<file path="src/common/cio_defs.svh">
// register map, reset values and timing counts for the io port block
`ifndef CIO_DEFS_SVH
`define CIO_DEFS_SVH

`define CIO_ADDR_P0_LATCH   8'h80
`define CIO_ADDR_P1_LATCH   8'h90
`define CIO_ADDR_P1_CFG_A   8'h91
`define CIO_ADDR_P1_CFG_B   8'h92
`define CIO_ADDR_P0_CFG_A   8'h93
`define CIO_ADDR_P0_CFG_B   8'h94

`define CIO_RST_P0_LATCH    4'hf
`define CIO_RST_P1_LATCH    8'hff
`define CIO_RST_CFG4        4'h0
`define CIO_RST_CFG8        8'h00
`define CIO_P0_RSVD_RD      4'hf
`define CIO_CFG_RSVD_RD     4'h0

`define CIO_BOOST_CYCLES    2
`define CIO_BOOST_CNT_W     2

`endif

</file>
<file path="src/common/cio_pkg.sv">
// types shared by the io port block
package cio_pkg;
    typedef enum logic [1:0] {
        CIO_MODE_QUASI = 2'b00,
        CIO_MODE_PUSH  = 2'b01,
        CIO_MODE_INPUT = 2'b10,
        CIO_MODE_OPEN  = 2'b11
    } cio_mode_t;
endpackage

</file>
<file path="src/logic/cio_sync.sv">
// two flip-flop synchroniser for a bank of pin levels
`timescale 1ns/1ps
module cio_sync #(
    parameter int WIDTH = 8
) (
    input  wire logic             mclk_i,
    input  wire logic             rst_i,
    input  wire logic [WIDTH-1:0] async_i,
    output logic      [WIDTH-1:0] sync_o
);
    logic [WIDTH-1:0] meta_q;
    logic [WIDTH-1:0] sync_q;

    initial begin
        if (WIDTH < 1) begin
            $error("cio_sync width must be at least one");
        end
    end

    // first stage feeds only the second
    always_ff @(posedge mclk_i or posedge rst_i) begin
        if (rst_i) begin
            meta_q <= '0;
            sync_q <= '0;
        end else begin
            meta_q <= async_i;
            sync_q <= meta_q;
        end
    end

    assign sync_o = sync_q;
endmodule

</file>
<file path="src/logic/cio_pin.sv">
// pull control for one pin from latch, sensed level and mode
`timescale 1ns/1ps
`include "cio_defs.svh"
module cio_pin (
    input  wire logic mclk_i,
    input  wire logic rst_i,
    input  wire logic latch_i,
    input  wire logic sel_a_i,
    input  wire logic sel_b_i,
    input  wire logic pin_sync_i,
    output logic      pu_vweak_o,
    output logic      pu_weak_o,
    output logic      pu_strong_o,
    output logic      pd_o
);
    logic                        latch_q;
    logic [`CIO_BOOST_CNT_W-1:0] boost_q;
    logic [`CIO_BOOST_CNT_W-1:0] boost_d;
    cio_pkg::cio_mode_t          mode;
    wire  quasi = (mode == cio_pkg::CIO_MODE_QUASI);
    wire  push  = (mode == cio_pkg::CIO_MODE_PUSH);
    wire  rise  = latch_i & ~latch_q;

    assign mode = cio_pkg::cio_mode_t'({sel_a_i, sel_b_i});

    // two cycle boost on latch rise
    assign boost_d = (quasi && rise)
        ? `CIO_BOOST_CNT_W'(`CIO_BOOST_CYCLES)
        : (boost_q != '0 ? boost_q - 1'b1 : boost_q);

    always_ff @(posedge mclk_i or posedge rst_i) begin
        if (rst_i) begin
            latch_q <= 1'b1;
            boost_q <= '0;
        end else begin
            latch_q <= latch_i;
            boost_q <= boost_d;
        end
    end

    // very weak pull-up on latch one
    assign pu_vweak_o = quasi & latch_i;
    // weak pull-up needs pin high too
    assign pu_weak_o  = quasi & latch_i & pin_sync_i;
    assign pu_strong_o = (push & latch_i) | (quasi & latch_i & boost_q != '0);
    assign pd_o = ~latch_i & (mode != cio_pkg::CIO_MODE_INPUT);

    a_boost_len: assert property (
        @(posedge mclk_i) disable iff (rst_i)
        quasi && rise && latch_i ##1 (quasi && latch_i) [*2]
        |-> $past(pu_strong_o) && pu_strong_o ##1 boost_q == '0)
        else $error("boost length wrong");
endmodule

</file>
<file path="src/logic/cio_port.sv">
// Function
// - four port 0 pins, eight port 1
// - each pin mode set independently
// - sel bits pick quasi, push, input, open
// - quasi drives low strong, high weak
// - quasi very weak pull-up on latch one
// - quasi weak pull-up needs pin high
// - quasi latch rise gives two-cycle strong pull-up
// - push-pull holds strong pull-up on one
// - input-only keeps all pulls off
// - open-drain pulls down only on zero
// - port 0 latch reset low nibble ones
// - port 0 mode regs reset zero
// - port 1 latch changes only by cpu
// - port 1 config a resets zero
// - port 1 config b at 0x92
`timescale 1ns/1ps
`include "cio_defs.svh"
module cio_port #(
    parameter int P0_PINS = 4,
    parameter int P1_PINS = 8
) (
    input  wire logic               mclk_i,
    input  wire logic               rst_i,
    input  wire logic [7:0]         sfr_addr_i,
    input  wire logic [7:0]         sfr_wdata_i,
    input  wire logic               sfr_wr_i,
    input  wire logic               sfr_rd_i,
    output logic      [7:0]         sfr_rdata_o,
    output logic                    sfr_hit_o,
    input  wire logic [P0_PINS-1:0] p0_pin_i,
    input  wire logic [P1_PINS-1:0] p1_pin_i,
    output logic      [P0_PINS-1:0] p0_pu_vweak_o,
    output logic      [P0_PINS-1:0] p0_pu_weak_o,
    output logic      [P0_PINS-1:0] p0_pu_strong_o,
    output logic      [P0_PINS-1:0] p0_pd_o,
    output logic      [P1_PINS-1:0] p1_pu_vweak_o,
    output logic      [P1_PINS-1:0] p1_pu_weak_o,
    output logic      [P1_PINS-1:0] p1_pu_strong_o,
    output logic      [P1_PINS-1:0] p1_pd_o
);
    localparam int NPIN = P0_PINS + P1_PINS;

    logic [3:0] p0_latch_q;
    logic [3:0] p0_cfg_a_q;
    logic [3:0] p0_cfg_b_q;
    logic [7:0] p1_latch_q;
    logic [7:0] p1_cfg_a_q;
    logic [7:0] p1_cfg_b_q;
    logic [7:0] rdata_d;
    logic [7:0] rdata_q;
    logic [P0_PINS-1:0] p0_sync;
    logic [P1_PINS-1:0] p1_sync;

    // fixed pin counts; the register widths depend on them
    initial begin
        if (P0_PINS != 4 || P1_PINS != 8) begin
            $error("cio_port supports only four and eight pins");
        end
    end

    // write strobe decode, shared by all registers
    function automatic logic wr_hit(input logic [7:0] a,
                                    input logic [7:0] want);
        return a == want;
    endfunction

    wire we_p0   = sfr_wr_i & wr_hit(sfr_addr_i, `CIO_ADDR_P0_LATCH);
    wire we_p1   = sfr_wr_i & wr_hit(sfr_addr_i, `CIO_ADDR_P1_LATCH);
    wire we_p1a  = sfr_wr_i & wr_hit(sfr_addr_i, `CIO_ADDR_P1_CFG_A);
    wire we_p1b  = sfr_wr_i & wr_hit(sfr_addr_i, `CIO_ADDR_P1_CFG_B);
    wire we_p0a  = sfr_wr_i & wr_hit(sfr_addr_i, `CIO_ADDR_P0_CFG_A);
    wire we_p0b  = sfr_wr_i & wr_hit(sfr_addr_i, `CIO_ADDR_P0_CFG_B);

    // port 0 registers, reserved bits not stored
    always_ff @(posedge mclk_i or posedge rst_i) begin
        if (rst_i) begin
            p0_latch_q <= `CIO_RST_P0_LATCH;
            p0_cfg_a_q <= `CIO_RST_CFG4;
            p0_cfg_b_q <= `CIO_RST_CFG4;
        end else begin
            if (we_p0)  p0_latch_q <= sfr_wdata_i[3:0];
            if (we_p0a) p0_cfg_a_q <= sfr_wdata_i[3:0];
            if (we_p0b) p0_cfg_b_q <= sfr_wdata_i[3:0];
        end
    end

    // port 1 registers, cpu writes only
    always_ff @(posedge mclk_i or posedge rst_i) begin
        if (rst_i) begin
            p1_latch_q <= `CIO_RST_P1_LATCH;
            p1_cfg_a_q <= `CIO_RST_CFG8;
            p1_cfg_b_q <= `CIO_RST_CFG8;
        end else begin
            if (we_p1)  p1_latch_q <= sfr_wdata_i;
            if (we_p1a) p1_cfg_a_q <= sfr_wdata_i;
            if (we_p1b) p1_cfg_b_q <= sfr_wdata_i;
        end
    end

    // pins pass two flops before anything reads them
    cio_sync #(.WIDTH(P0_PINS)) u_sync0 (
        .mclk_i  (mclk_i),
        .rst_i   (rst_i),
        .async_i (p0_pin_i),
        .sync_o  (p0_sync)
    );
    cio_sync #(.WIDTH(P1_PINS)) u_sync1 (
        .mclk_i  (mclk_i),
        .rst_i   (rst_i),
        .async_i (p1_pin_i),
        .sync_o  (p1_sync)
    );

    // flatten both ports so one generate loop serves all pins
    wire [NPIN-1:0] all_latch = {p1_latch_q, p0_latch_q};
    wire [NPIN-1:0] all_sel_a = {p1_cfg_a_q, p0_cfg_a_q};
    wire [NPIN-1:0] all_sel_b = {p1_cfg_b_q, p0_cfg_b_q};
    wire [NPIN-1:0] all_sync  = {p1_sync, p0_sync};
    logic [NPIN-1:0] all_vw;
    logic [NPIN-1:0] all_wk;
    logic [NPIN-1:0] all_st;
    logic [NPIN-1:0] all_pd;

    // one pin cell per pin, each with its own mode bits
    for (genvar i = 0; i < NPIN; i++) begin : g_pin
        cio_pin u_pin (
            .mclk_i      (mclk_i),
            .rst_i       (rst_i),
            .latch_i     (all_latch[i]),
            .sel_a_i     (all_sel_a[i]),
            .sel_b_i     (all_sel_b[i]),
            .pin_sync_i  (all_sync[i]),
            .pu_vweak_o  (all_vw[i]),
            .pu_weak_o   (all_wk[i]),
            .pu_strong_o (all_st[i]),
            .pd_o        (all_pd[i])
        );
    end

    assign p0_pu_vweak_o  = all_vw[P0_PINS-1:0];
    assign p0_pu_weak_o   = all_wk[P0_PINS-1:0];
    assign p0_pu_strong_o = all_st[P0_PINS-1:0];
    assign p0_pd_o        = all_pd[P0_PINS-1:0];
    assign p1_pu_vweak_o  = all_vw[NPIN-1:P0_PINS];
    assign p1_pu_weak_o   = all_wk[NPIN-1:P0_PINS];
    assign p1_pu_strong_o = all_st[NPIN-1:P0_PINS];
    assign p1_pd_o        = all_pd[NPIN-1:P0_PINS];

    // latch addresses read the pin, not the latch
    always_comb begin
        rdata_d = 8'h00;
        case (sfr_addr_i)
            `CIO_ADDR_P0_LATCH: rdata_d = {`CIO_P0_RSVD_RD, p0_sync};
            `CIO_ADDR_P1_LATCH: rdata_d = p1_sync;
            `CIO_ADDR_P1_CFG_A: rdata_d = p1_cfg_a_q;
            `CIO_ADDR_P1_CFG_B: rdata_d = p1_cfg_b_q;
            `CIO_ADDR_P0_CFG_A: rdata_d = {`CIO_CFG_RSVD_RD, p0_cfg_a_q};
            `CIO_ADDR_P0_CFG_B: rdata_d = {`CIO_CFG_RSVD_RD, p0_cfg_b_q};
            default:            rdata_d = 8'h00;
        endcase
    end

    // read data registered; held between reads
    always_ff @(posedge mclk_i or posedge rst_i) begin
        if (rst_i) begin
            rdata_q <= 8'h00;
        end else if (sfr_rd_i) begin
            rdata_q <= rdata_d;
        end
    end

    assign sfr_rdata_o = rdata_q;
    assign sfr_hit_o = (sfr_addr_i == `CIO_ADDR_P0_LATCH)
                     | (sfr_addr_i == `CIO_ADDR_P1_LATCH)
                     | (sfr_addr_i >= `CIO_ADDR_P1_CFG_A
                        && sfr_addr_i <= `CIO_ADDR_P0_CFG_B);

    // per-pin mode masks, read only by the checks below
    wire [NPIN-1:0] m_quasi = ~all_sel_a & ~all_sel_b;
    wire [NPIN-1:0] m_push  = ~all_sel_a &  all_sel_b;
    wire [NPIN-1:0] m_input =  all_sel_a & ~all_sel_b;
    wire [NPIN-1:0] m_open  =  all_sel_a &  all_sel_b;

    // port 1 latch holds without a write
    a_p1_hold: assert property (
        @(posedge mclk_i) disable iff (rst_i)
        !we_p1 |=> $stable(p1_latch_q))
        else $error("port 1 latch changed without write");

    // port 0 latch takes low nibble
    a_p0_write: assert property (
        @(posedge mclk_i) disable iff (rst_i)
        we_p0 |=> p0_latch_q == $past(sfr_wdata_i[3:0]))
        else $error("port 0 latch write lost");

    a_p1b_write: assert property (
        @(posedge mclk_i) disable iff (rst_i)
        we_p1b |=> p1_cfg_b_q == $past(sfr_wdata_i))
        else $error("port 1 config b write lost");

    a_p1a_write: assert property (
        @(posedge mclk_i) disable iff (rst_i)
        we_p1a |=> p1_cfg_a_q == $past(sfr_wdata_i))
        else $error("port 1 config a write lost");

    a_p0_rsvd: assert property (
        @(posedge mclk_i) disable iff (rst_i)
        sfr_rd_i && sfr_addr_i == `CIO_ADDR_P0_CFG_A
        |=> sfr_rdata_o[7:4] == 4'h0)
        else $error("reserved mode bits not zero");

    a_input_off: assert property (
        @(posedge mclk_i) disable iff (rst_i)
        ((all_vw | all_wk | all_st | all_pd) & m_input)
        == '0)
        else $error("input-only pin driven");

    // open drain pulls only down, on zero
    a_open_drain: assert property (
        @(posedge mclk_i) disable iff (rst_i)
        ((all_vw | all_wk | all_st) & m_open) == '0
        && (all_pd & m_open) == (~all_latch & m_open))
        else $error("open drain pulls wrong");

    a_push_pull: assert property (
        @(posedge mclk_i) disable iff (rst_i)
        !p1_cfg_a_q[2] && p1_cfg_b_q[2] && p1_latch_q[2]
        |-> p1_pu_strong_o[2] && !p1_pd_o[2])
        else $error("push-pull strong pull-up missing");

    a_weak_pin: assert property (
        @(posedge mclk_i) disable iff (rst_i)
        !p1_cfg_a_q[3] && !p1_cfg_b_q[3] && p1_latch_q[3]
        |-> p1_pu_weak_o[3] == p1_sync[3] && p1_pu_vweak_o[3])
        else $error("weak pull-up wrong");

    a_p1_write: assert property (
        @(posedge mclk_i) disable iff (rst_i)
        we_p1
        |=> p1_latch_q == $past(sfr_wdata_i))
        else $error("port 1 latch write lost");

    a_p0a_write: assert property (
        @(posedge mclk_i) disable iff (rst_i)
        we_p0a
        |=> p0_cfg_a_q == $past(sfr_wdata_i[3:0]))
        else $error("port 0 config a write lost");

    a_p0b_write: assert property (
        @(posedge mclk_i) disable iff (rst_i)
        we_p0b
        |=> p0_cfg_b_q == $past(sfr_wdata_i[3:0]))
        else $error("port 0 config b write lost");

    a_rd_p1pin: assert property (
        @(posedge mclk_i) disable iff (rst_i)
        sfr_rd_i && sfr_addr_i == `CIO_ADDR_P1_LATCH
        |=> sfr_rdata_o == $past(p1_sync))
        else $error("port 1 read not pin level");

    a_rd_p0pin: assert property (
        @(posedge mclk_i) disable iff (rst_i)
        sfr_rd_i && sfr_addr_i == `CIO_ADDR_P0_LATCH
        |=> sfr_rdata_o == {`CIO_P0_RSVD_RD, $past(p0_sync)})
        else $error("port 0 read wrong");

    a_rd_cfg_a: assert property (
        @(posedge mclk_i) disable iff (rst_i)
        sfr_rd_i && sfr_addr_i == `CIO_ADDR_P1_CFG_A
        |=> sfr_rdata_o == $past(p1_cfg_a_q))
        else $error("port 1 config a read wrong");

    a_rd_cfg_b: assert property (
        @(posedge mclk_i) disable iff (rst_i)
        sfr_rd_i && sfr_addr_i == `CIO_ADDR_P1_CFG_B
        |=> sfr_rdata_o == $past(p1_cfg_b_q))
        else $error("port 1 config b read wrong");

    a_quasi_vweak: assert property (
        @(posedge mclk_i) disable iff (rst_i)
        (all_vw & m_quasi)
        == (all_latch & m_quasi))
        else $error("very weak pull-up wrong");

    a_quasi_low: assert property (
        @(posedge mclk_i) disable iff (rst_i)
        (all_pd & (m_quasi | m_push))
        == (~all_latch & (m_quasi | m_push)))
        else $error("quasi or push pull-down wrong");

    // port 1 mode writes leave port 0
    a_cfg_indep: assert property (
        @(posedge mclk_i) disable iff (rst_i)
        we_p1a || we_p1b
        |=> $stable(p0_cfg_a_q) && $stable(p0_cfg_b_q))
        else $error("port 0 mode changed by port 1 write");

    // weak pull-up on every quasi pin with latch one and pin high
    a_weak_all: assert property (
        @(posedge mclk_i) disable iff (rst_i)
        (all_wk & m_quasi)
        == (all_latch & all_sync & m_quasi))
        else $error("weak pull-up wrong on a quasi pin");
endmodule

</file>
<file path="config.mk">
export PLATFORM = sky130hd
export DESIGN_NAME = cio_port
export DESIGN_NICKNAME = d
export VERILOG_FILES = /design/src/common/cio_pkg.sv /design/src/logic/cio_sync.sv /design/src/logic/cio_pin.sv /design/src/logic/cio_port.sv
export VERILOG_INCLUDE_DIRS = /design/src /design/src/common
export SDC_FILE = /design/constraint.sdc
export NUM_CORES = 1
export LEC_CHECK = 0
export BUFFER_PORTS_ARGS = -buffer_cell sky130_fd_sc_hd__buf_2
export CAP_MARGIN = 5
export CORE_MARGIN = 5
export CORE_UTILIZATION = 56
export CTS_CLUSTER_SIZE = 16
export DETAILED_ROUTE_END_ITERATION = 7
export GPL_ROUTABILITY_DRIVEN = 0
export PLACE_DENSITY = 0.92
export SETUP_SLACK_MARGIN = 0.02
export SLEW_MARGIN = 20
export SYNTH_ARGS = -nofsm -noshare
export SYNTH_HDL_FRONTEND = slang
export SYNTH_SLANG_ARGS = --single-unit
</file>
<file path="constraint.sdc">
create_clock -name mclk_i -period 3.3 [get_ports mclk_i]
set_input_delay 0.165 -clock mclk_i [delete_from_list [all_inputs] [get_ports mclk_i]]
set_output_delay 0.165 -clock mclk_i [all_outputs]
set_load 0.005 [all_outputs]
</file>
==> results of run 1 <==
per-layer routing:
| layer | GRT usage [%] | up-vias |
|---|---|---|
| li1 | - | 1570 |
| met1 | 24.55 | 1630 |
| met2 | 30.54 | 118 |
| met3 | 6.952 | 9 |
| met4 | 5.550 | 0 |
| met5 | 0 | - |
synthesized netlist by cell type:
| library cell | number | area share (%) |
|---|---|---|
| sky130_fd_sc_hd__and2_1 | 12 | 1.5 |
| sky130_fd_sc_hd__nand2_1 | 12 | 0.90 |
| sky130_fd_sc_hd__dfrtp_1 | 80 | 40 |
| sky130_fd_sc_hd__xor2_1 | 12 | 2.1 |
| sky130_fd_sc_hd__a221oi_1 | 4 | 0.70 |
| sky130_fd_sc_hd__a32oi_1 | 4 | 0.70 |
| sky130_fd_sc_hd__clkinv_1 | 1 | 0.075 |
| sky130_fd_sc_hd__or4b_1 | 1 | 0.20 |
| sky130_fd_sc_hd__a21oi_1 | 25 | 2.5 |
| sky130_fd_sc_hd__o221ai_1 | 12 | 2.1 |
| sky130_fd_sc_hd__nand4b_4 | 1 | 0.48 |
| sky130_fd_sc_hd__nor3_4 | 1 | 0.33 |
| sky130_fd_sc_hd__nor2b_1 | 1 | 0.13 |
| sky130_fd_sc_hd__nand2b_1 | 29 | 3.6 |
| sky130_fd_sc_hd__o21ai_0 | 5 | 0.50 |
| sky130_fd_sc_hd__and4_1 | 2 | 0.35 |
| sky130_fd_sc_hd__inv_1 | 52 | 3.9 |
| sky130_fd_sc_hd__a211o_1 | 1 | 0.18 |
| sky130_fd_sc_hd__nor2_1 | 37 | 2.8 |
| sky130_fd_sc_hd__mux2i_1 | 4 | 0.80 |
| sky130_fd_sc_hd__a22o_1 | 4 | 0.70 |
| sky130_fd_sc_hd__a31oi_1 | 4 | 0.50 |
| sky130_fd_sc_hd__clkbuf_1 | 4 | 0.30 |
| sky130_fd_sc_hd__mux2_2 | 40 | 9.0 |
| sky130_fd_sc_hd__nand4_2 | 1 | 0.25 |
| sky130_fd_sc_hd__buf_4 | 49 | 7.4 |
| sky130_fd_sc_hd__buf_2 | 2 | 0.20 |
| sky130_fd_sc_hd__nand3_1 | 4 | 0.40 |
| sky130_fd_sc_hd__buf_1 | 2 | 0.15 |
| sky130_fd_sc_hd__and4_4 | 1 | 0.23 |
| sky130_fd_sc_hd__nor2_2 | 1 | 0.13 |
| sky130_fd_sc_hd__ha_1 | 12 | 3.0 |
| sky130_fd_sc_hd__dfstp_2 | 24 | 13 |
| sky130_fd_sc_hd__o22ai_1 | 4 | 0.50 |
| sky130_fd_sc_hd__nand3_2 | 1 | 0.20 |
| sky130_fd_sc_hd__nor4b_1 | 1 | 0.18 |
report_power, final:
part / internal, W / switching (W) / total, W
clock: 0.000357 / 0.000444 / 0.000801
sequential: 0.00150 / 0.000126 / 0.00163
combinational: 0.000386 / 0.000443 / 0.000829
cells by family (layout without fill, tap and decap cells):
kind of cell	count (synthesis)	count (layout)	synth area share, %
buffers and inverters	110	170	12.04
XOR/XNOR	12	12	2.111
adder cells (fa/ha/maj)	12	12	3.015
AND/OR/NAND/NOR	105	105	11.71
multiplexers	44	44	9.849
flip-flops	104	104	52.86
AO/OA/AOI/OAI	63	63	8.417
flip-flops by register name, indices dropped and copies added (netlist names):
name	cells
g_pin.u_pin.boost_q	24
g_pin.u_pin.latch_q	12
p1_cfg_a_q	8
p1_cfg_b_q	8
p1_latch_q	8
sfr_rdata_o	8
u_sync1.meta_q	8
u_sync1.sync_o	8
p0_cfg_a_q	4
p0_cfg_b_q	4
p0_latch_q	4
u_sync0.meta_q	4
u_sync0.sync_o	4
cell type report:
| type | count | area share (%) |
|---|---|---|
| inverter | 53 | 3.671 |
| clock buffer | 9 | 2.257 |
| tap | 108 | 2.462 |
| sequential | 104 | 47.97 |
| clock inverter | 7 | 1.436 |
| multi-input combinational | 236 | 31.85 |
| timing repair buffer | 101 | 10.35 |
worst max-delay path: stages:
cell and delay, ns:
sky130_fd_sc_hd__buf_2 0.10, sky130_fd_sc_hd__or4b_1 0.67, sky130_fd_sc_hd__nor2_2 0.46, sky130_fd_sc_hd__and4_1 0.58, sky130_fd_sc_hd__mux2_2 0.40
path summary, 6_finish.rpt:
kind / cells past startpoint / start / slack, ns / end
max in group asynchronous: 3 / rst_i / 2.35 / p1_latch_q[1]
max reg2reg: 4 / p0_cfg_a_q[0] / 1.74 / sfr_rdata_o[0]
min: 2 / rst_i / 0.003 / u_sync0.meta_q[0]
min in group mclk_i: 2 / sfr_wdata_i[6] / 0.05 / p1_cfg_b_q[6]
max: 5 / sfr_addr_i[3] / 1.18 / p1_cfg_a_q[3]
min reg2reg: 0 / u_sync0.meta_q[1] / 0.35 / u_sync0.sync_o[1]
through the flow:
stage	power, W	setup slack [ns]	util (%)	cells	area (µm²)
after CTS	0.003293	1.237	63.24	618	5488
final	0.003260	1.181	63.24	618	5488
after global routing	0.003495	1.135	63.24	618	5488
after detailed placement	0.002477	0.8404	59.52	590	5165
after floorplan	0.002283	0.4425	-	450	4980
after global placement	0.002377	0.9037	59.52	590	5165
repair_timing:
| action | in CTS | in global routing |
|---|---|---|
| endpoints found under the setup margin | 0 | 0 |
| endpoints found under the hold margin | 12 | 0 |
| hold buffers | 12 | 0 |
==> results.py, run 1 <==
metrics = {
    "synthesis": {
        "yosys_warnings": 0,
        "synthesis.area_um2": 4980,
        "synth.yosys.seq_area_share_pct": 52.86,
        "postSynthRegisterBits": 104,
        "syn_avg_cell_area_um2": 11.07,
        "post_synth_num_cell_types": 36,
        "syn-num-nets": 494,
        "syn_inst": 450,
    },
    "route": {
        "detailed_routed_wire_length_on_met2_um": 4945,
        "drc_errors": 0,
        "m1WireLength_um": 4274,
        "wirelength_um": 10150,
        "antenna_left": 0,
        "met3WireLength_um": 799,
        "drt-wirelength-per-cell_um": 16.42,
        "detail_route.first_pass.iterations": 4,
        "first_iter_violations": 226,
        "vias_per_cell": 5.383,
        "routed.top_layer": "met4",
        "route.vias.total": 3327,
    },
    "floorplanning": {
        "core_um2": 8678,
        "row_count": 34,
        "die_width_um": 104.3,
        "ioPinCount": 89,
        "die_footprint_um2": 10880,
        "chipHeight_um": 104.3,
        "start_util_pct": 57.38,
    },
    "sta": {
        "finalHoldViolations": 0,
        "timing.hold.ws_ns": 0.003063,
        "final-setup-viol-count": 0,
        "timing.setup.tns_ns": 0,
        "fmax_mhz": 472.0,
        "finalCritPeriodShare_pct": 64.20,
        "slew_viol_final": 0,
        "rsz0062_at_grt": "no",
        "clock_skew_ns": 0.007702,
        "final.min_clock_period_ns": 2.119,
        "timing_worst_slew_pin_value_ns": 0.9462,
        "timing.max_slew.rel_slack_pct": 36.92,
    },
    "clocking": {
        "cts_buffer_depth": 2,
        "clock_root_buffer": "sky130_fd_sc_hd__clkbuf_8",
        "postCtsSetupRepairBufs": 0,
        "cts.sink_count": 104,
        "cts_buffers": 9,
        "post_cts_resize_count": 0,
        "clk_pin_slew_worst_paths_ns": 0.10,
        "h-tree-depth": 3,
        "clk_latency_ns": 0.37,
        "cts_tree": "yes",
    },
    "global_routing": {
        "grt_pass1_wl_um": 16840,
        "grt.total_usage_pct": 19.16,
        "grt_antenna_before_repair": 0,
        "grt.overflow.total": 0,
        "grt_max_degree": 80,
        "grt_pass1_vias": 3387,
    },
    "run": {
        "drv.max_cap_violation_count": 0,
    },
    "worst_setup_path": {
        "setup.worst_path.start_class": "input pin",
        "critical_path_peak_fanout": 12,
        "cp-end-kind": "flop",
        "timing.critical_path.arrival_ns": 2.37,
        "critPathRequiredTime_ns": 3.55,
        "critical_path_class": "in2reg",
    },
    "layout": {
        "filler_cell_count": 699,
        "layout_common_cells": "sky130_fd_sc_hd__buf_2 (88), sky130_fd_sc_hd__dfrtp_1 (80), sky130_fd_sc_hd__inv_1 (51)",
        "final_layout_size_suffix_gt1_share_pct": 34.51,
        "mostFrequentLayoutCell": "sky130_fd_sc_hd__buf_2",
        "n_antenna_cell": 0,
        "layout-area-overhead-vs-synth_pct": 10.20,
        "multi_input_area_um2": 1748,
        "final_net_count": 549,
        "final-seq-area_um2": 2633,
    },
    "run_status": {
        "outcome": "complete, no violations",
    },
    "placed_design": {
        "port_buffers": 88,
        "detailed_place_hpwl_um": 7458,
    },
    "min_path": {
        "worst_hold_path_type": "in2async",
    },
    "power": {
        "vdd_drop_max_uv": 345.4,
        "powerDensity_nw_per_um2": 594.0,
        "leakage_nw": 2.797,
    },
}
Note: power is estimated with default switching activity, not from simulation.
==> run 2: changes to the inputs <==
--- a/config.mk
+++ b/config.mk
@@ -6,14 +6,15 @@
 export SDC_FILE = /design/constraint.sdc
 export NUM_CORES = 1
 export LEC_CHECK = 0
+export ABC_AREA = 1
 export BUFFER_PORTS_ARGS = -buffer_cell sky130_fd_sc_hd__buf_2
 export CAP_MARGIN = 5
 export CORE_MARGIN = 5
-export CORE_UTILIZATION = 56
+export CORE_UTILIZATION = 51
 export CTS_CLUSTER_SIZE = 16
 export DETAILED_ROUTE_END_ITERATION = 7
 export GPL_ROUTABILITY_DRIVEN = 0
-export PLACE_DENSITY = 0.92
+export PLACE_DENSITY = 0.89
 export SETUP_SLACK_MARGIN = 0.02
 export SLEW_MARGIN = 20
 export SYNTH_ARGS = -nofsm -noshare
==> constraint.sdc (replaced) <==
create_clock -name mclk_i -period 1.8 [get_ports mclk_i]
set_input_delay 0.09 -clock mclk_i [delete_from_list [all_inputs] [get_ports mclk_i]]
set_output_delay 0.09 -clock mclk_i [all_outputs]
set_load 0.005 [all_outputs]
==> results.py, run 2 <==
metrics = {
    "worst_setup_path": {
        "timing.critical_path.arrival_ns": 1.50,
        "critical_path_class": "reg2out",
        "r2r_slack_ns": 0.60,
        "critPathRequiredTime_ns": 1.71,
        "setup.worst_path.start_class": "flop",
        "cp-end-kind": "output pin",
        "critical_path_peak_fanout": 4,
        "r2r-end": "g_pin[10].u_pin.boost_q[0]",
        "reg_to_reg_critical_path_startpoint": "p1_latch_q[6]",
        "worstRegToRegCells": 5,
    },
    "clocking": {
        "post_cts_resize_count": 0,
        "clock_root_buffer": "sky130_fd_sc_hd__clkbuf_8",
        "cts.sink_count": 104,
        "h-tree-depth": 3,
        "clk_latency_ns": 0.37,
        "postCtsSetupRepairBufs": 0,
        "cts_buffer_depth": 2,
        "cts_tree": "yes",
        "cts_buffers": 9,
        "clk_pin_slew_worst_paths_ns": 0.11,
        "postCtsHoldBufs": 21,
    },
    "sta": {
        "timing_worst_slew_pin_value_ns": 0.5514,
        "final.min_clock_period_ns": 1.590,
        "finalCritPeriodShare_pct": 88.31,
        "final.setup.worst_slack_ns": 0.2105,
        "finalHoldViolations": 0,
        "final-setup-viol-count": 0,
        "rsz0062_at_grt": "no",
        "slew_viol_final": 0,
        "timing.max_slew.rel_slack_pct": 63.24,
        "clock_skew_ns": 0.009225,
        "timing.setup.tns_ns": 0,
        "fmax_mhz": 629.1,
    },
    "layout": {
        "finish.utilization_pct": 59.23,
        "layout_common_cells": "sky130_fd_sc_hd__nand2_1 (108), sky130_fd_sc_hd__inv_1 (93), sky130_fd_sc_hd__buf_2 (88)",
        "largest-register": "g_pin.u_pin.boost_q",
        "n_antenna_cell": 0,
        "final-seq-area_um2": 2633,
        "final_net_count": 724,
        "biggestRegsByFlops": "g_pin.u_pin.boost_q: 24 flops, g_pin.u_pin.latch_q: 12 flops",
        "filler_cell_count": 818,
        "multi_input_area_um2": 1695,
        "mostFrequentLayoutCell": "sky130_fd_sc_hd__nand2_1",
        "final_layout_size_suffix_gt1_share_pct": 22.63,
        "largest_register_ffs": 24,
        "layout-area-overhead-vs-synth_pct": 13.32,
    },
    "route": {
        "wirelength_um": 11570,
        "detailed_routed_wire_length_on_met2_um": 5863,
        "first_iter_violations": 356,
        "vias_per_cell": 5.105,
        "detail_route.first_pass.iterations": 5,
        "route.vias.total": 4176,
        "antenna_left": 0,
        "drt-wirelength-per-cell_um": 14.14,
        "routed.top_layer": "met4",
        "met3WireLength_um": 828,
        "m1WireLength_um": 4536,
        "drc_errors": 0,
    },
    "power": {
        "p_seq_share_pct": 49.1,
        "vdd_drop_max_uv": 534.8,
        "leakage_nw": 3.034,
        "power.switching_fraction_pct": 32.88,
        "internal_power_w": 0.004080,
        "pwr-share-comb_pct": 25.8,
        "pwr-share-clk_pct": 25.1,
        "powerDensity_nw_per_um2": 1050,
        "power.switching_w": 0.001999,
    },
    "global_routing": {
        "grt_max_degree": 105,
        "grt_pass1_wl_um": 19000,
        "grt.overflow.total": 0,
        "grt_pass1_vias": 4154,
        "grt_antenna_before_repair": 0,
        "grt.total_usage_pct": 20.22,
    },
    "synthesis": {
        "syn_inst": 608,
        "synth_top_cells_by_count": "sky130_fd_sc_hd__nand2_1 (108), sky130_fd_sc_hd__inv_1 (94), sky130_fd_sc_hd__dfrtp_1 (80)",
        "synthTopCellsByArea": "sky130_fd_sc_hd__dfrtp_1 (39%), sky130_fd_sc_hd__dfstp_2 (12%), sky130_fd_sc_hd__nand2_1 (7.9%)",
        "syn_avg_cell_area_um2": 8.402,
        "synth_top_area_cell": "sky130_fd_sc_hd__dfrtp_1",
        "yosys_warnings": 0,
        "synth.yosys.seq_area_share_pct": 51.53,
        "synthMostInstantiatedCell": "sky130_fd_sc_hd__nand2_1",
        "synth_enable_flop_cells": 0,
        "syn-num-nets": 652,
        "synth_top_flop_cell": "sky130_fd_sc_hd__dfrtp_1",
        "synth_top_cell_area_share_pct": 39.19,
        "postSynthRegisterBits": 104,
        "synthesis.area_um2": 5109,
        "async_flop_share_pct": 100.0,
        "post_synth_num_cell_types": 22,
    },
    "floorplanning": {
        "die_footprint_um2": 12120,
        "start_util_pct": 52.27,
        "ioPinCount": 89,
        "chipHeight_um": 110.1,
        "row_count": 36,
        "die_width_um": 110.1,
        "core_um2": 9774,
    },
    "min_path": {
        "hold_path_end": "p1_latch_q[7]",
        "worst_hold_path_type": "in2reg",
        "timing.hold.worst_path_depth": 3,
        "holdCritStartpoint": "sfr_wr_i",
    },
    "placed_design": {
        "port_buffers": 88,
        "detailed_place_hpwl_um": 8604,
        "dpl_worst_slack_ns": 0.4444,
    },
    "run": {
        "drv.max_cap_violation_count": 0,
    },
    "run_status": {
        "outcome": "complete, no violations",
    },
}
==> run 2: cell types whose count changed in the layout (fill, tap and decap cells not counted), moves of 12 or more <==
cell / change
sky130_fd_sc_hd__nand2_1: +96
sky130_fd_sc_hd__o21ai_0: +54
sky130_fd_sc_hd__inv_1: +42
sky130_fd_sc_hd__nor2_1: +42
sky130_fd_sc_hd__mux2_2: -40
sky130_fd_sc_hd__nand3_1: +32
sky130_fd_sc_hd__nand2b_1: -29
sky130_fd_sc_hd__and2_1: -12
sky130_fd_sc_hd__nor3_1: +12
sky130_fd_sc_hd__o221ai_1: -12
sky130_fd_sc_hd__xor2_1: -12
==> run 2: worst max-delay path by stage <==
stage / start / endpoint / slack, ns / depth (start not counted)
2_1_floorplan: rst_i / g_pin[0].u_pin.boost_q[0] / 0.48 / 1
3_3_place_gp: sfr_addr_i[7] / sfr_rdata_o[7] / 0.53 / 10
3_5_place_dp: sfr_addr_i[4] / sfr_rdata_o[4] / 0.44 / 10
4_1_cts: p1_latch_q[2] / p1_pu_weak_o[2] / 0.19 / 5
5_1_grt: p1_latch_q[0] / p1_pu_weak_o[0] / 0.06 / 5
6_report: p1_latch_q[2] / p1_pu_weak_o[2] / 0.21 / 5
==> run 2: logic make-up after synthesis <==
| kind of cell | after synthesis | share of synthesized area, % |
|---|---|---|
| buffers and inverters | 151 | 15.28 |
| and+or+nand+nor | 251 | 21.28 |
| DFF | 104 | 51.53 |
| AOI/OAI and AO/OA | 90 | 8.964 |
| adders and majority gates | 12 | 2.939 |
==> run 2: metal layers <==
metal	GRT usage, %	vias up
li1	-	1996
met1	23.55	2006
met2	34.92	146
met3	5.941	28
met4	8.103	0
met5	0	-
==> run 2: critical path: stages, from the launching register on <==
cell and delay (ns):
sky130_fd_sc_hd__dfstp_2 0.57, sky130_fd_sc_hd__nand2_1 0.07, sky130_fd_sc_hd__nor2_1 0.17, sky130_fd_sc_hd__inv_1 0.11
sky130_fd_sc_hd__nor2_1 0.09, sky130_fd_sc_hd__buf_2 0.12
==> run 2: metrics by stage <==
step / cells / instance area, µm² / power, W / hold slack, ns
2_1_floorplan: 608 / 5112 / 0.004147 / 0.1214
3_3_place_gp: 781 / 5369 / 0.004351 / 0.1978
3_5_place_dp: 781 / 5369 / 0.004563 / 0.1993
4_1_cts: 818 / 5789 / 0.006128 / 0.03161
5_1_grt: 818 / 5789 / 0.006536 / 0.02347
6_report: 818 / 5789 / 0.006079 / 0.05228
==> run 2: power by group through the flow <==
stage                     sequential (W)  combinational, W  clock [W]
after floorplan                  0.00295           0.00119          0
after global placement           0.00299           0.00136          0
after detailed placement         0.00303           0.00154          0
after CTS                        0.00298           0.00158    0.00157
after global routing             0.00303           0.00183    0.00168
final                            0.00298           0.00157    0.00152
==> run 2: area by class of cell <==
class / count / share of cell area [%]
Inverter: 96 / 6.376
Sequential cell: 104 / 45.47
Clock inverter: 7 / 1.491
Timing Repair Buffer: 116 / 12.36
Tap cell: 133 / 2.874
Multi-Input combinational cell: 353 / 29.28
Clock buffer: 9 / 2.140
==> run 3: changes to the inputs <==
--- a/config.mk
+++ b/config.mk
@@ -14,9 +14,10 @@
 export CTS_CLUSTER_SIZE = 16
 export DETAILED_ROUTE_END_ITERATION = 7
 export GPL_ROUTABILITY_DRIVEN = 0
-export PLACE_DENSITY = 0.89
+export PLACE_DENSITY = 0.88
 export SETUP_SLACK_MARGIN = 0.02
 export SLEW_MARGIN = 20
 export SYNTH_ARGS = -nofsm -noshare
 export SYNTH_HDL_FRONTEND = slang
+export SYNTH_HIERARCHICAL = 1
 export SYNTH_SLANG_ARGS = --single-unit
==> results.py, run 3 <==
metrics = {
    "clocking": {
        "clk_pin_slew_worst_paths_ns": 0.10,
        "h-tree-depth": 3,
        "cts.sink_count": 104,
        "clk_latency_ns": 0.36,
        "cts_tree": "yes",
        "cts_buffers": 9,
        "cts_buffer_depth": 2,
        "clock_root_buffer": "sky130_fd_sc_hd__clkbuf_8",
        "post_cts_resize_count": 0,
    },
    "sta": {
        "final-setup-viol-count": 0,
        "fmax_mhz": 644.1,
        "timing.hold.ws_ns": 0.05183,
        "final.setup.worst_slack_ns": 0.2474,
        "rsz0062_at_grt": "no",
        "timing.setup.tns_ns": 0,
        "timing.max_slew.rel_slack_pct": 63.10,
        "finalHoldViolations": 0,
        "finalCritPeriodShare_pct": 86.26,
        "timing_worst_slew_pin_value_ns": 0.5535,
        "clock_skew_ns": 0.006470,
        "slew_viol_final": 0,
        "final.min_clock_period_ns": 1.553,
    },
    "min_path": {
        "timing.hold.worst_path_depth": 3,
        "worst_hold_path_type": "in2reg",
    },
    "synthesis": {
        "postSynthRegisterBits": 104,
        "synth_enable_flop_cells": 0,
        "synth_top_flop_cell": "sky130_fd_sc_hd__dfrtp_1",
        "syn_inst": 627,
        "syn_avg_cell_area_um2": 8.248,
        "yosys_warnings": 6,
        "synth_top_area_cell": "sky130_fd_sc_hd__dfrtp_1",
        "synthTopCellsByArea": "sky130_fd_sc_hd__dfrtp_1 (39%), sky130_fd_sc_hd__dfstp_2 (12%), sky130_fd_sc_hd__nand2_1 (9.4%)",
        "synth_top_cells_by_count": "sky130_fd_sc_hd__nand2_1 (130), sky130_fd_sc_hd__inv_1 (97), sky130_fd_sc_hd__dfrtp_1 (80)",
        "async_flop_share_pct": 100.0,
        "syn-num-nets": 671,
        "synth_top_cell_area_share_pct": 38.71,
        "post_synth_num_cell_types": 24,
        "synthesis.area_um2": 5171,
        "synthMostInstantiatedCell": "sky130_fd_sc_hd__nand2_1",
        "synth.yosys.seq_area_share_pct": 50.91,
    },
    "placed_design": {
        "dpl_worst_slack_ns": 0.3233,
        "post-place-cells": 846,
        "port_buffers": 88,
        "detailed_place_hpwl_um": 8663,
    },
    "global_routing": {
        "grt.overflow.total": 0,
        "grt_antenna_before_repair": 0,
        "grt_pass1_wl_um": 19550,
        "grt_pass1_vias": 4138,
        "grt_max_degree": 45,
        "grt.total_usage_pct": 19.32,
    },
    "route": {
        "antenna_left": 0,
        "wirelength_um": 11470,
        "first_iter_violations": 293,
        "vias_per_cell": 4.943,
        "detail_route.first_pass.iterations": 5,
        "drc_errors": 0,
        "route.vias.total": 4365,
        "drt-wirelength-per-cell_um": 12.99,
    },
    "worst_setup_path": {
        "critical_path_peak_fanout": 5,
        "cp-end-kind": "output pin",
        "worstRegToRegCells": 5,
        "timing.critical_path.arrival_ns": 1.46,
        "critPathRequiredTime_ns": 1.71,
        "setup.worst_path.start_class": "flop",
        "critical_path_class": "reg2out",
    },
    "layout": {
        "n_antenna_cell": 0,
        "largest_register_ffs": 24,
        "mostFrequentLayoutCell": "sky130_fd_sc_hd__nand2_1",
        "largest-register": "g_pin.u_pin/boost_q",
        "final_net_count": 789,
        "layoutNonFillerInstCount": 883,
        "layout-area-overhead-vs-synth_pct": 18.61,
        "filler_cell_count": 845,
        "final_layout_size_suffix_gt1_share_pct": 27.47,
        "layout_common_cells": "sky130_fd_sc_hd__nand2_1 (130), sky130_fd_sc_hd__inv_1 (97), sky130_fd_sc_hd__buf_2 (88)",
        "biggestRegsByFlops": "g_pin.u_pin/boost_q: 24 flops, g_pin.u_pin/latch_q: 12 flops",
    },
    "run": {
        "drv.max_cap_violation_count": 0,
    },
    "run_status": {
        "outcome": "complete, no violations",
    },
    "floorplanning": {
        "row_count": 36,
        "die_width_um": 110.7,
        "start_util_pct": 52.66,
        "chipHeight_um": 110.7,
        "core_um2": 9819,
        "die_footprint_um2": 12250,
        "ioPinCount": 89,
    },
    "power": {
        "vdd_drop_max_uv": 565.3,
        "leakage_nw": 3.405,
        "powerDensity_nw_per_um2": 996.8,
        "design_power_total_w": 0.006114,
    },
}
## run 3: per-stage QoR
step | cell area [µm²] | util (%)
floorplan | 5171 | -
global placement | 5736 | 58.41
detailed placement | 5736 | 58.41
CTS | 6133 | 62.46
global route | 6133 | 62.46
finish | 6133 | 62.46
## run 3: repair_timing
action,4_1_cts,5_1_grt
hold buffers,21,0
endpoints found under the setup margin,0,0
endpoints found under the hold margin,84,0
setup buffers,0,0
## run 3: report_power, final
group	internal [W]	switching (W)	total (W)
sequential	0.00277	0.000256	0.00303
clock	0.000560	0.000795	0.00136
combinational	0.000722	0.00101	0.00173
total	0.00405	0.00206	0.00611
## run 3: cell families (layout without fill, tap and decap cells)
logic type / after synthesis / count (layout) / share of synthesized area (%)
DFF: 104 / 104 / 50.91
adders and majority gates: 12 / 12 / 2.903
AOI/OAI and AO/OA: 86 / 86 / 9.388
and+or+nand+nor: 292 / 292 / 26.11
buffers and inverters: 133 / 256 / 10.69
## run 3: per-layer routing
metal	routed length (µm)	part of all wire, %	vias to the layer above	GRT usage [%]
li1	-	-	2165	-
met1	4867	42	2026	25.09
met2	5476	48	142	31.31
met3	736	6.4	32	4.203
met4	386	3.4	0	8.210
met5	0	0	-	0
## run 3: layout make-up
| class | count | area (µm²) | share of cell area [%] |
|---|---|---|---|
| sequential | 104 | 2633 | 42.92 |
| multi-input combinational | 390 | 1986 | 32.37 |
| timing repair buffer | 114 | 688.2 | 11.22 |
| inverter | 126 | 473.0 | 7.711 |
| tap | 133 | 166.4 | 2.713 |
| clock buffer | 10 | 137.6 | 2.244 |
| clock inverter | 6 | 50.05 | 0.8160 |
## run 3: worst paths after layout
| path | slack (ns) | endpoint | startpoint |
|---|---|---|---|
| worst max-delay path | 0.25 | p1_pu_weak_o[3] | p1_latch_q[3] |
| worst min-delay path | 0.05 | sfr_rdata_o[1] | sfr_rd_i |
| worst max register to register | 0.73 | g_pin[8].u_pin/boost_q[1] | g_pin[8].u_pin/boost_q[0] |
| worst min register to register | 0.36 | u_sync1/sync_o[6] | u_sync1/meta_q[6] |
| max in group asynchronous | 0.82 | p1_latch_q[1] | rst_i |
| min in group asynchronous | 0.32 | g_pin[4].u_pin/boost_q[1] | rst_i |
## run 3: worst max-delay path, cell delays in order, from the launching register on
cell	delay (ns)
sky130_fd_sc_hd__dfstp_2	0.58
sky130_fd_sc_hd__nand2_2	0.09
sky130_fd_sc_hd__nor3_1	0.25
sky130_fd_sc_hd__buf_2	0.18
